--- config.mk ---
export PLATFORM = sky130hd
export DESIGN_NAME = ccpc_top
export DESIGN_NICKNAME = d
export VERILOG_FILES = /design/src/ccpc_top.v
export VERILOG_INCLUDE_DIRS = /design/src
export SDC_FILE = /design/constraint.sdc
export NUM_CORES = 1
export LEC_CHECK = 0
export BUFFER_PORTS_ARGS = -buffer_cell sky130_fd_sc_hd__buf_2
export CORE_UTILIZATION = 30
export CTS_CLUSTER_DIAMETER = 120
export DETAILED_ROUTE_END_ITERATION = 6
export GPL_ROUTABILITY_DRIVEN = 1
export SETUP_SLACK_MARGIN = 0.5
export SLEW_MARGIN = 20
export SYNTH_ARGS = -nofsm -noshare
export SYNTH_HDL_FRONTEND = slang
export SYNTH_SLANG_ARGS = --single-unit
--- constraint.sdc ---
create_clock -name mclk -period 3.5 [get_ports mclk]
set_clock_uncertainty 0.05 [all_clocks]
set_input_delay 0.35 -clock mclk [delete_from_list [all_inputs] [get_ports mclk]]
set_output_delay 0.35 -clock mclk [all_outputs]
set_load 0.03 [all_outputs]
--- src/ccpc_regs.vh ---
// register map, field positions and reset values of the capture/compare/pwm channel pair
`ifndef CCPC_REGS_VH
`define CCPC_REGS_VH

// ----------------------------------------------------------------------------
// byte offsets on the register bus
// ----------------------------------------------------------------------------
`define CCPC_OFF_CHAN4_CONTROL    6'h00
`define CCPC_OFF_CHAN4_VALUE_LOW  6'h04
`define CCPC_OFF_CHAN4_VALUE_HIGH 6'h08
`define CCPC_OFF_CHAN5_CONTROL    6'h0C
`define CCPC_OFF_CHAN5_VALUE_LOW  6'h10
`define CCPC_OFF_CHAN5_VALUE_HIGH 6'h14
`define CCPC_OFF_TIMER_ONE_CTRL   6'h18
`define CCPC_OFF_TIMER_THREE_CTRL 6'h1C
`define CCPC_OFF_TIMER_ONE_LOW    6'h20
`define CCPC_OFF_TIMER_ONE_SHARED 6'h24
`define CCPC_OFF_ALT_SELECT       6'h28
`define CCPC_OFF_IRQ_STATUS       6'h2C
`define CCPC_CHAN_STRIDE          6'h0C

// ----------------------------------------------------------------------------
// field positions
// ----------------------------------------------------------------------------
`define CCPC_CTL_MODE_MSB         3
`define CCPC_CTL_DUTY_LO          4
`define CCPC_CTL_DUTY_HI          5
`define CCPC_CTL_IMPL_MASK        8'h3F
`define CCPC_T3_ASSIGN_HI         6
`define CCPC_T3_ASSIGN_LO         3
`define CCPC_ALT_SELECT_BIT       0
`define CCPC_STAT_FLAG_LSB        0
`define CCPC_STAT_ENABLE_LSB      2
`define CCPC_OD_CHAN4_BIT         3
`define CCPC_OD_CHAN5_BIT         4
`define CCPC_OD_IMPL_MASK         8'h1F

// ----------------------------------------------------------------------------
// mode encodings
// ----------------------------------------------------------------------------
`define CCPC_MODE_OFF             4'h0
`define CCPC_MODE_TOGGLE          4'h2
`define CCPC_MODE_CAP_FALL        4'h4
`define CCPC_MODE_CAP_RISE        4'h5
`define CCPC_MODE_CAP_RISE4       4'h6
`define CCPC_MODE_CAP_RISE16      4'h7
`define CCPC_MODE_SET_ON_MATCH    4'h8
`define CCPC_MODE_CLR_ON_MATCH    4'h9
`define CCPC_MODE_SOFT_IRQ        4'hA
`define CCPC_MODE_SPECIAL_EVENT   4'hB

// ----------------------------------------------------------------------------
// reset values and prescaler counts
// ----------------------------------------------------------------------------
`define CCPC_RST_BYTE             8'h00
`define CCPC_RST_VALUE            16'h0000
`define CCPC_PRESC_LAST4          4'h3
`define CCPC_PRESC_LAST16         4'hF

`endif

--- src/ccpc_top.v ---
// two capture/compare/pwm channels with an avalon-mm register slave
//
// Overview of operation
// compare value continuously checked against selected timer
// match drives high, low, toggles or keeps pin
// match sets interrupt flag with pin action
// mode 1010 touches no pin, only flag
// control write of zero forces output latch low
// software sets pin direction output for compare
// feeding timer must run synchronously
// software clears control before changing prescaler
// pwm duty cycle has ten bit resolution
// software clears direction bit for pwm output
// control clear in pwm forces latch low
// timer one bytes visible when select zero
// open drain register visible when select one
// control upper two bits read zero
// mode field decodes off, compare, capture, pwm
// mode 1011 match raises special event pulse
// capture copies timer, sets flag, overwrites
// prescaler cleared when off, not capturing, reset
// match is one pulse on first equality
// flag sticky until cleared, match sets again
//
// The register offsets and the Avalon-MM register port are this design's own decisions.
`timescale 1ns/1ps
`include "ccpc_regs.vh"

module ccpc_top (
  input  wire        mclk,
  input  wire        reset,
  input  wire [5:0]  avs_address,
  input  wire        avs_read,
  input  wire        avs_write,
  input  wire [31:0] avs_writedata,
  input  wire [3:0]  avs_byteenable,
  output reg  [31:0] avs_readdata,
  output reg         avs_waitrequest,
  input  wire [15:0] timer_one_count,
  input  wire [15:0] timer_three_count,
  input  wire [9:0]  pwm_timebase,
  input  wire        pwm_period_match,
  input  wire [1:0]  port_g_direction,
  input  wire [1:0]  port_g_latch,
  input  wire [1:0]  chan_pin_in,
  output reg  [1:0]  chan_pin_out,
  output reg  [1:0]  chan_pin_oe_n,
  output reg  [1:0]  chan_irq,
  output reg  [1:0]  special_event
);

  // --------------------------------------------------------------------------
  // mode decoding
  // --------------------------------------------------------------------------
  function is_capture;
    input [3:0] mode;
    begin
      is_capture = (mode[3:2] == 2'b01);
    end
  endfunction

  function is_compare;
    input [3:0] mode;
    begin
      is_compare = (mode == `CCPC_MODE_TOGGLE) || (mode[3:2] == 2'b10);
    end
  endfunction

  function is_pwm;
    input [3:0] mode;
    begin
      is_pwm = (mode[3:2] == 2'b11);
    end
  endfunction

  // channel drives the pin itself rather than passing the port latch through
  function drives_pin;
    input [3:0] mode;
    begin
      drives_pin = is_pwm(mode) || (is_compare(mode) && mode != `CCPC_MODE_SOFT_IRQ
                   && mode != `CCPC_MODE_SPECIAL_EVENT);
    end
  endfunction

  // --------------------------------------------------------------------------
  // shared registers and bus handshake
  // --------------------------------------------------------------------------
  reg  [7:0]  timer_one_control_r;
  reg  [7:0]  timer_three_control_r;
  reg  [7:0]  open_drain_config_r;
  reg         alt_reg_select_r;
  reg  [1:0]  match_irq_enable_r;
  reg  [7:0]  ctl_r [0:1];
  reg  [15:0] val_r [0:1];
  reg  [1:0]  match_irq_flag_r;
  reg  [1:0]  out_r;
  reg  [1:0]  pin_sync1_r;
  reg  [1:0]  pin_sync2_r;
  reg  [1:0]  pin_prev_r;

  wire        bus_req   = avs_read | avs_write;
  wire        bus_do    = bus_req & ~avs_waitrequest;
  wire        wr_lane0  = avs_write & bus_do & avs_byteenable[0];
  wire [5:0]  word_addr = {avs_address[5:2], 2'b00};
  wire [7:0]  wdata     = avs_writedata[7:0];
  // timers 3 feeds both channels whenever either assignment bit is set
  wire        use_t3    = timer_three_control_r[`CCPC_T3_ASSIGN_HI]
                        | timer_three_control_r[`CCPC_T3_ASSIGN_LO];
  wire [15:0] sel_timer = use_t3 ? timer_three_count : timer_one_count;

  reg  [31:0] rd_mux;

  always @*
  begin
    rd_mux = 32'h0000_0000;
    case (word_addr)
      `CCPC_OFF_CHAN4_CONTROL:    rd_mux[7:0] = ctl_r[0] & `CCPC_CTL_IMPL_MASK;
      `CCPC_OFF_CHAN4_VALUE_LOW:  rd_mux[7:0] = val_r[0][7:0];
      `CCPC_OFF_CHAN4_VALUE_HIGH: rd_mux[7:0] = val_r[0][15:8];
      `CCPC_OFF_CHAN5_CONTROL:    rd_mux[7:0] = ctl_r[1] & `CCPC_CTL_IMPL_MASK;
      `CCPC_OFF_CHAN5_VALUE_LOW:  rd_mux[7:0] = val_r[1][7:0];
      `CCPC_OFF_CHAN5_VALUE_HIGH: rd_mux[7:0] = val_r[1][15:8];
      `CCPC_OFF_TIMER_ONE_CTRL:   rd_mux[7:0] = timer_one_control_r;
      `CCPC_OFF_TIMER_THREE_CTRL: rd_mux[7:0] = timer_three_control_r;
      `CCPC_OFF_TIMER_ONE_LOW:
        if (!alt_reg_select_r)
          rd_mux[7:0] = timer_one_count[7:0];
      `CCPC_OFF_TIMER_ONE_SHARED:
        if (alt_reg_select_r)
          rd_mux[7:0] = open_drain_config_r & `CCPC_OD_IMPL_MASK;
        else
          rd_mux[7:0] = timer_one_count[15:8];
      `CCPC_OFF_ALT_SELECT:       rd_mux[0] = alt_reg_select_r;
      `CCPC_OFF_IRQ_STATUS:
        rd_mux[3:0] = {match_irq_enable_r, match_irq_flag_r};
      default:                    rd_mux = 32'h0000_0000;
    endcase
  end

  // one wait cycle: read data is registered together with the waitrequest drop
  always @(posedge mclk)
  begin
    if (reset)
    begin
      avs_waitrequest <= 1'b1;
      avs_readdata    <= 32'h0000_0000;
    end
    else if (bus_req && avs_waitrequest)
    begin
      avs_waitrequest <= 1'b0;
      // writes leave the last read answer in place
      if (avs_read)
        avs_readdata <= rd_mux;
    end
    else
    begin
      avs_waitrequest <= 1'b1;
    end
  end

  // --------------------------------------------------------------------------
  // shared configuration registers
  // --------------------------------------------------------------------------
  always @(posedge mclk)
  begin
    if (reset)
    begin
      timer_one_control_r   <= `CCPC_RST_BYTE;
      timer_three_control_r <= `CCPC_RST_BYTE;
      open_drain_config_r   <= `CCPC_RST_BYTE;
      alt_reg_select_r      <= 1'b0;
      match_irq_enable_r    <= 2'b00;
    end
    else if (wr_lane0)
    begin
      case (word_addr)
        `CCPC_OFF_TIMER_ONE_CTRL:   timer_one_control_r   <= wdata;
        `CCPC_OFF_TIMER_THREE_CTRL: timer_three_control_r <= wdata;
        `CCPC_OFF_TIMER_ONE_SHARED:
          if (alt_reg_select_r)
            open_drain_config_r <= wdata & `CCPC_OD_IMPL_MASK;
        `CCPC_OFF_ALT_SELECT:       alt_reg_select_r <= wdata[`CCPC_ALT_SELECT_BIT];
        `CCPC_OFF_IRQ_STATUS:
          match_irq_enable_r <= wdata[`CCPC_STAT_ENABLE_LSB+1:`CCPC_STAT_ENABLE_LSB];
        default:                    alt_reg_select_r <= alt_reg_select_r;
      endcase
    end
  end

  // capture pins come from outside: two flops before any logic looks at them
  always @(posedge mclk)
  begin
    if (reset)
    begin
      pin_sync1_r <= 2'b00;
      pin_sync2_r <= 2'b00;
      pin_prev_r  <= 2'b00;
    end
    else
    begin
      pin_sync1_r <= chan_pin_in;
      pin_sync2_r <= pin_sync1_r;
      pin_prev_r  <= pin_sync2_r;
    end
  end

  // --------------------------------------------------------------------------
  // per-channel logic
  // --------------------------------------------------------------------------
  genvar ch;
  generate
    for (ch = 0; ch < 2; ch = ch + 1)
    begin : g_chan
      wire [5:0] base    = (ch == 0) ? `CCPC_OFF_CHAN4_CONTROL : `CCPC_OFF_CHAN5_CONTROL;
      wire [5:0] a_low   = base + 6'h04;
      wire [5:0] a_high  = base + 6'h08;
      wire [3:0] mode    = ctl_r[ch][`CCPC_CTL_MODE_MSB:0];
      wire       od      = open_drain_config_r[`CCPC_OD_CHAN4_BIT + ch];
      wire       rise    = pin_sync2_r[ch] & ~pin_prev_r[ch];
      wire       fall    = ~pin_sync2_r[ch] & pin_prev_r[ch];
      wire       eq      = (sel_timer == val_r[ch]);
      wire       ctl_wr  = wr_lane0 && (word_addr == base);
      wire [3:0] wmode   = wdata[`CCPC_CTL_MODE_MSB:0];

      reg        eq_prev_r;
      reg  [3:0] presc_r;
      reg  [1:0] duty_lsb_latch_r;
      reg        cap_evt;
      reg  [3:0] presc_nxt;

      // one match per arrival at equality, not per cycle of it
      wire match = is_compare(mode) && eq && !eq_prev_r;
      wire pwm_clear = is_pwm(mode) && ({val_r[ch][15:8], duty_lsb_latch_r} == pwm_timebase);

      always @*
      begin
        cap_evt   = 1'b0;
        presc_nxt = presc_r;
        case (mode)
          `CCPC_MODE_CAP_FALL:   cap_evt = fall;
          `CCPC_MODE_CAP_RISE:   cap_evt = rise;
          `CCPC_MODE_CAP_RISE4,
          `CCPC_MODE_CAP_RISE16:
            if (rise)
            begin
              if (presc_r == ((mode == `CCPC_MODE_CAP_RISE4) ?
                              `CCPC_PRESC_LAST4 : `CCPC_PRESC_LAST16))
              begin
                cap_evt   = 1'b1;
                presc_nxt = 4'h0;
              end
              else
                presc_nxt = presc_r + 4'h1;
            end
          default:               presc_nxt = 4'h0;
        endcase
      end

      always @(posedge mclk)
      begin
        if (reset)
        begin
          ctl_r[ch]        <= `CCPC_RST_BYTE;
          val_r[ch]        <= `CCPC_RST_VALUE;
          out_r[ch]        <= 1'b0;
          eq_prev_r        <= 1'b0;
          presc_r          <= 4'h0;
          duty_lsb_latch_r <= 2'b00;
          match_irq_flag_r[ch] <= 1'b0;
          special_event[ch]    <= 1'b0;
          chan_irq[ch]         <= 1'b0;
          chan_pin_out[ch]     <= 1'b0;
          chan_pin_oe_n[ch]    <= 1'b1;
        end
        else
        begin
          eq_prev_r <= eq;
          // a control write restarts the prescaler; value zero also stops it
          presc_r   <= ctl_wr ? 4'h0 : presc_nxt;

          if (ctl_wr)
            ctl_r[ch] <= wdata & `CCPC_CTL_IMPL_MASK;

          // value register: bus writes, capture overwrites, pwm reloads high
          if (cap_evt)
            val_r[ch] <= sel_timer;
          else if (is_pwm(mode) && pwm_period_match)
            val_r[ch][15:8] <= val_r[ch][7:0];
          else if (wr_lane0 && word_addr == a_low)
            val_r[ch][7:0] <= wdata;
          else if (wr_lane0 && word_addr == a_high && !is_pwm(mode))
            val_r[ch][15:8] <= wdata;

          if (is_pwm(mode) && pwm_period_match)
            duty_lsb_latch_r <= ctl_r[ch][`CCPC_CTL_DUTY_HI:`CCPC_CTL_DUTY_LO];

          // output latch
          if (ctl_wr && wmode == `CCPC_MODE_OFF)
            out_r[ch] <= 1'b0;
          else if (ctl_wr && wmode == `CCPC_MODE_SET_ON_MATCH)
            out_r[ch] <= 1'b0;
          else if (ctl_wr && wmode == `CCPC_MODE_CLR_ON_MATCH)
            out_r[ch] <= 1'b1;
          else if (match)
          begin
            case (mode)
              `CCPC_MODE_TOGGLE:       out_r[ch] <= ~out_r[ch];
              `CCPC_MODE_SET_ON_MATCH: out_r[ch] <= 1'b1;
              `CCPC_MODE_CLR_ON_MATCH: out_r[ch] <= 1'b0;
              default:                 out_r[ch] <= out_r[ch];
            endcase
          end
          else if (is_pwm(mode) && pwm_period_match)
            // a zero duty never raises the pin
            out_r[ch] <= (ctl_r[ch][`CCPC_CTL_DUTY_HI:`CCPC_CTL_DUTY_LO] != 2'b00)
                         || (val_r[ch][7:0] != 8'h00);
          else if (pwm_clear)
            out_r[ch] <= 1'b0;

          // sticky flag; an event in the clearing cycle wins
          if (match || cap_evt)
            match_irq_flag_r[ch] <= 1'b1;
          else if (wr_lane0 && word_addr == `CCPC_OFF_IRQ_STATUS
                   && wdata[`CCPC_STAT_FLAG_LSB + ch])
            match_irq_flag_r[ch] <= 1'b0;

          special_event[ch] <= match && (mode == `CCPC_MODE_SPECIAL_EVENT);
          chan_irq[ch]      <= match_irq_flag_r[ch] & match_irq_enable_r[ch];

          // pin: channel latch in driving modes, port latch otherwise
          if (drives_pin(mode))
          begin
            chan_pin_out[ch]  <= od ? 1'b0 : out_r[ch];
            chan_pin_oe_n[ch] <= port_g_direction[ch] | (od & out_r[ch]);
          end
          else
          begin
            chan_pin_out[ch]  <= port_g_latch[ch];
            chan_pin_oe_n[ch] <= port_g_direction[ch];
          end
        end
      end
    end
  endgenerate

endmodule // ccpc_top

# After elaboration in Yosys (flattened, before gate mapping)
# Memories as Yosys holds them, arrays and structs flattened.
# Index checks and enable logic that the tools add are counted.
word_totals:
  ff_bits: 65
  out_inout_bits: 41
  input_bits: 95
  memories: 2
  ram_bits: 44
  elab_cells: 280
classes:
  bitwise: 34
  addsub: 2
  n_eq_ne: 47
  reduce_logical: 72
  n_mux: 95
mem_list:
  columns: ["name", "words", "word_bits", "read_ports", "rd_ports_with_merged_regs", "wr", "line_no", "rtl"]
  rows:
  - ["val_r", 2, 16, 2, 0, 2, "ccpc_top.v:94", "reg [15:0] val_r [0:1];"]
  - ["ctl_r", 2, 6, 2, 0, 2, "ccpc_top.v:93", "reg [7:0] ctl_r [0:1];"]
ops:
  columns: ["operator", "n"]
  rows:
  - ["two-way mux 1 bit", 67]
  - ["two-way mux 8 bit", 8]
  - ["equality test 4 x 3 -> 1 bit (second input constant)", 12]
  - ["equality test 4 bit (second input constant)", 12]
  - ["two-way mux 16 bit", 3]
  - ["case mux 4 bit (10 select lines)", 1]
  - ["case mux 3 bit (11 select lines)", 1]
  - ["equality test 16 bit", 2]
  - ["logical AND 1 bit", 32]
  - ["two-way mux 4 bit", 6]
  - ["equality test 10 bit", 2]
  - ["AND reduction 2 bit", 9]
  - ["equality test 4 x 2 -> 1 bit (second input constant)", 4]
  - ["inequality test 4 bit (second input constant)", 4]
  - ["case mux 4 bit (2 select lines)", 2]
  - ["nonzero test 8 bit", 2]
  - ["OR 1 bit", 14]
  - ["two-way mux 6 bit", 2]
  - ["case mux 1 bit (12 select lines)", 1]
  - ["case mux 1 bit (3 select lines)", 4]
  - ["OR reduction 2 bit", 6]
  - ["bitwise AND 1 bit", 11]
  - ["inequality test 5 x 1 -> 1 bit (second input constant)", 2]
  - ["inverter 1 bit", 9]
  - ["13 further kinds", 34]

# Logic depth before layout (Yosys ltp)
depth:
  word_depth: 13
  mapped_depth: 10
  depth_no_buf: 7

# Least setup slack after synthesis
# Ideal clock, no wire load.
synth_path:
  kind: "reg2reg"
  startpoint: "memory ctl_r[1][1] in the netlist's numbering"
  endpoint: "memory val_r[1][8] (data pin)"
  period_less_slack_ns: 2.608
  slack_ns: 0.892
  stages_incl_launch_ff: 8
  setup_ns: 0.261
  t_arrival_ns: 2.297
  n_path_buf: 1
  required_time_ns: 3.189
  path_cell_list: "edfxtp_1 -> clkbuf_1 -> nor4bb_1 -> mux2i_1 -> a31oi_1 -> nor3b_1 -> nor3_1 -> a221o_1"
synth_rtl:
  columns: ["item", "line_no"]
  rows:
  - ["start: declaration", "ccpc_top.v:93"]
  - ["end: declaration", "ccpc_top.v:94"]

# Worst setup path in the final report
layout_path:
  startpoint: "register timer_three_control_r[3]"
  endpoint: "register out_r[0]"
layout_via:
  elab_chain_cells: 7
  elab_cells_between_ends: 10
  classes_between: "eq/ne (2); mux (3); bitwise (1); reduce/logical (4)"
layout_rtl:
  columns: ["item", "line_no", "rtl"]
  rows:
  - ["start: declaration", "ccpc_top.v:89", "reg [7:0] timer_three_control_r;"]
  - ["start signal: assignment", "ccpc_top.v:169", "timer_three_control_r <= `CCPC_RST_BYTE;"]
  - ["start signal: assignment", "ccpc_top.v:178", "`CCPC_OFF_TIMER_THREE_CTRL: timer_three_control_r <= wdata;"]
  - ["OR 1 bit *", "ccpc_top.v:107", "wire use_t3 = timer_three_control_r[`CCPC_T3_ASSIGN_HI]"]
  - ["two-way mux 16 bit *", "ccpc_top.v:109", "wire [15:0] sel_timer = use_t3 ? timer_three_count : timer_one_count;"]
  - ["equality test 16 bit *", "ccpc_top.v:221", "wire eq = (sel_timer == val_r[ch]);"]
  - ["logical AND 1 bit * (2 in a row)", "ccpc_top.v:232", "wire match = is_compare(mode) && eq && !eq_prev_r;"]
  - ["inequality test 5 x 1 -> 1 bit (no line), or another cell as far along", null, null]
  - ["AND reduction 2 bit (no line) or two-way mux 1 bit (tied branches)", null, null]
  - ["end signal: indexed assignment", "ccpc_top.v:307", "`CCPC_MODE_TOGGLE: out_r[ch] <= ~out_r[ch];"]
  - ["end signal: indexed assignment", "ccpc_top.v:310", "default: out_r[ch] <= out_r[ch];"]
  - ["end signal: indexed assignment", "ccpc_top.v:315", "out_r[ch] <= (ctl_r[ch][`CCPC_CTL_DUTY_HI:`CCPC_CTL_DUTY_LO] != 2'b00)"]
  - ["end: declaration", "ccpc_top.v:96", "reg [1:0] out_r;"]
# Mark *: on every way between the ends. The rest lies on a longest branch, timed or not.
# A chain may end at the register's enable or synchronous reset.

==> impl_metrics.tcl <==
set metrics [dict create \
    synthCells 779 \
    postCtsSetupBuffers 0 \
    setup_slack_ns 0.636 \
    routed_wl_um 25500 \
    cts_root_buf "clkbuf_16" \
    ant_nets 0 \
    p_leak_nw 3.03 \
    whs_endpoint "chan_pin_oe_n[1]" \
    vias 6465 \
    critPathTopFamily "simple AND/OR/NAND/NOR gates" \
    path_max_fanout 8 \
    critPathKind "reg -> reg" \
    ys_ff_latch 109 \
    fp.dieW_um 153 \
    antenna_found_initial 0 \
    overflow 0 \
    end_kind "flip-flop" \
    hold_buffers 0 \
    status "completed" \
    grt_start_max_net_pins 37 \
    nets 951 \
    slowest_delay_ns 0.62 \
    slowest_stage "or4b_4" \
    synth-edff-count 44 \
    placedCellCount 1128 \
    avgSynthCellArea_um2 8.84 \
    grt_pass1_wl_um 38200 \
    h-tree-depth 3 \
    layout_commonest_cell "buf_2" \
    drive_gt1_share_pct 17.2 \
    tightest_slew_ns 0.851 \
    slew_viol_final 0 \
    route.detailed.drc 0 \
    viasPerCell 5.65 \
    post_cts_resize_count 0 \
    cts_tree "built" \
    die_area_mm2 0.0236 \
    async_flop_share_pct 0 \
    timing.rr.start "timer_three_control_r[3]" \
    initial_core_util_pct 30.5 \
    ir_drop_mv 0.265 \
    postLayoutCoreUtil_pct 34.9 \
    cts.sinks 109 \
    timing.slew.headroom_pct 43.0 \
    die_y_um 153 \
    r2r-end "out_r[0]" \
    grt_pass1_vias 6049 \
    whs_path_depth 3 \
    stdcell_count 1144 \
    crit_start "timer_three_control_r[3]" \
    path_buf_inv 1 \
    insertion_delay_ns 0.37 \
    post_synth_num_cell_types 72 \
    drt_iter0_markers 691 \
    setup_viol_count_final 0 \
    diodes 0 \
    place_ws_ns 0.543 \
    ys_warn_count 0 \
    cts_buffer_depth 2 \
    final_cell_mix "buf_2 (82), nor2_1 (75), dfxtp_1 (65), nand2_1 (61), mux2i_1 (50)" \
    syn-cell-area_mm2 0.00688 \
    hold_viol_final 0 \
    syn_to_final_growth_pct 14.4 \
    fmax_ghz 0.349 \
    required_ns 3.73 \
    ys.flop_type "dfxtp_1" \
    startpoint_type "flip-flop" \
    gr-usage-all-layers_pct 21.8 \
    io_pins 136 \
    max_cap_viol_count 0 \
    first_pass_iters 6 \
    period_needed_ns 2.86 \
    path_cells "or2_4 -> buf_4 -> mux2i_1 -> o22a_1 -> nand4_1 -> or4b_4 -> mux2_4 -> a221oi_2" \
    hp-class "in -> reg" \
    rsz0062_at_grt "no" \
    core-area_mm2 0.0226 \
    clk_pin_slew_ns 0.08 \
    gp_congestion 0.991 \
    min_from "port_g_direction[1]" \
    setup_tns_ns 0 \
    cts_buffers 9 \
    reg2reg_depth 8 \
    row_count 55 \
    fin_crit_sh_pct 81.8 \
    fillers 2392 \
    rrSetupSlack_ns 0.64 \
    hpwl_um 19400 \
    arrival_ns 3.10 \
    wl_per_cell_um 22.3 \
    p_per_area_mw_per_mm2 368 \
    io_buffers 82 \
    ys_seq_area_share_pct 38.1 \
]
-- power breakdown --
group	switching, W	internal [W]	leakage, nW	total [W]
logic	0.000279	0.000141	1.90	0.000420
clock network	0.000502	0.000563	0.149	0.00107
registers	0.0000614	0.00135	0.983	0.00141
total	0.000842	0.00206	3.03	0.00290
-- registers in the layout, indices dropped and copies added, names as in the netlist, 2 cells and up --
name,cells
special_event,2
ctl_r,12
match_irq_enable_r,2
open_drain_config_r,5
pin_prev_r,2
chan_irq,2
avs_readdata,8
out_r,2
timer_three_control_r,8
g_chan.eq_prev_r,2
chan_pin_out,2
pin_sync1_r,2
pin_sync2_r,2
chan_pin_oe_n,2
match_irq_flag_r,2
g_chan.presc_r,8
g_chan.duty_lsb_latch_r,4
val_r,32
timer_one_control_r,8
-- cells in the mapped netlist, types with 14 or more instances --
cell type	number	area share [%]
xor2_1	25	3.2
nor3_1	15	1.1
and3_1	14	1.3
dfxtp_1	65	19
clkbuf_1	37	2.0
nor2_1	75	4.1
buf_4	24	2.6
mux2i_1	50	7.3
o21ai_0	38	2.8
a22oi_1	15	1.6
inv_1	28	1.5
nand3_1	26	1.9
nand2_1	61	3.3
nor2b_1	24	2.2
a21oi_1	38	2.8
edfxtp_1	44	19
-- layout make-up --
cell class / count / area [um2] / share of cell area (%)
multi-input combinational: 600 / 3900 / 49.5
clock buffer: 10 / 229 / 2.91
timing repair buffer: 106 / 591 / 7.50
tap: 285 / 357 / 4.53
sequential: 109 / 2620 / 33.3
inverter: 28 / 105 / 1.33
clock inverter: 6 / 70.1 / 0.890
-- per-stage QoR --
| stage | instance area (um2) | power, W | hold WS (ns) |
|---|---|---|---|
| 2_1_floorplan | 6970 | 0.00168 | 0.364 |
| 3_3_place_gp | 7570 | 0.00185 | 0.374 |
| 3_5_place_dp | 7570 | 0.00185 | 0.376 |
| 4_1_cts | 7870 | 0.00290 | 0.122 |
| 5_1_grt | 7870 | 0.00299 | 0.132 |
| 6_report | 7870 | 0.00290 | 0.119 |
-- per-layer routing --
metal	GRT usage [%]	vias up	wire length (um)
met5	0	-	0
met4	10.6	0	1310
met3	3.88	79	2420
met2	32.9	367	10900
met1	29.8	3037	10800
li1	-	2982	-
-- cells by family (layout without fill, tap and decap cells) --
kind of cell,count (synthesis),after routing,share of synthesized area (%)
compound gates,183,183,18.6
xor+xnor,37,37,4.71
fa+ha+maj,2,2,0.364
buf+inv,93,150,6.60
flops,109,109,38.1
mux,60,60,9.65
other cells,1,24,0.0545
simple gates,294,294,21.9
-- worst max path at each step --
| stage | endpoint | cells past startpoint |
|---|---|---|
| detailed placement | out_r[0] | 8 |
| finish | out_r[0] | 8 |
| CTS | out_r[0] | 8 |
| floorplan | val_r[1][8] | 7 |
| global placement | out_r[0] | 8 |
| global route | out_r[0] | 8 |
-- tightest hold or removal path, stage by stage --
cell	delay, ns
buf_2	0.07
nor2_1	0.03
o21ai_0	0.05
Note: power is estimated with default switching activity, not from simulation.
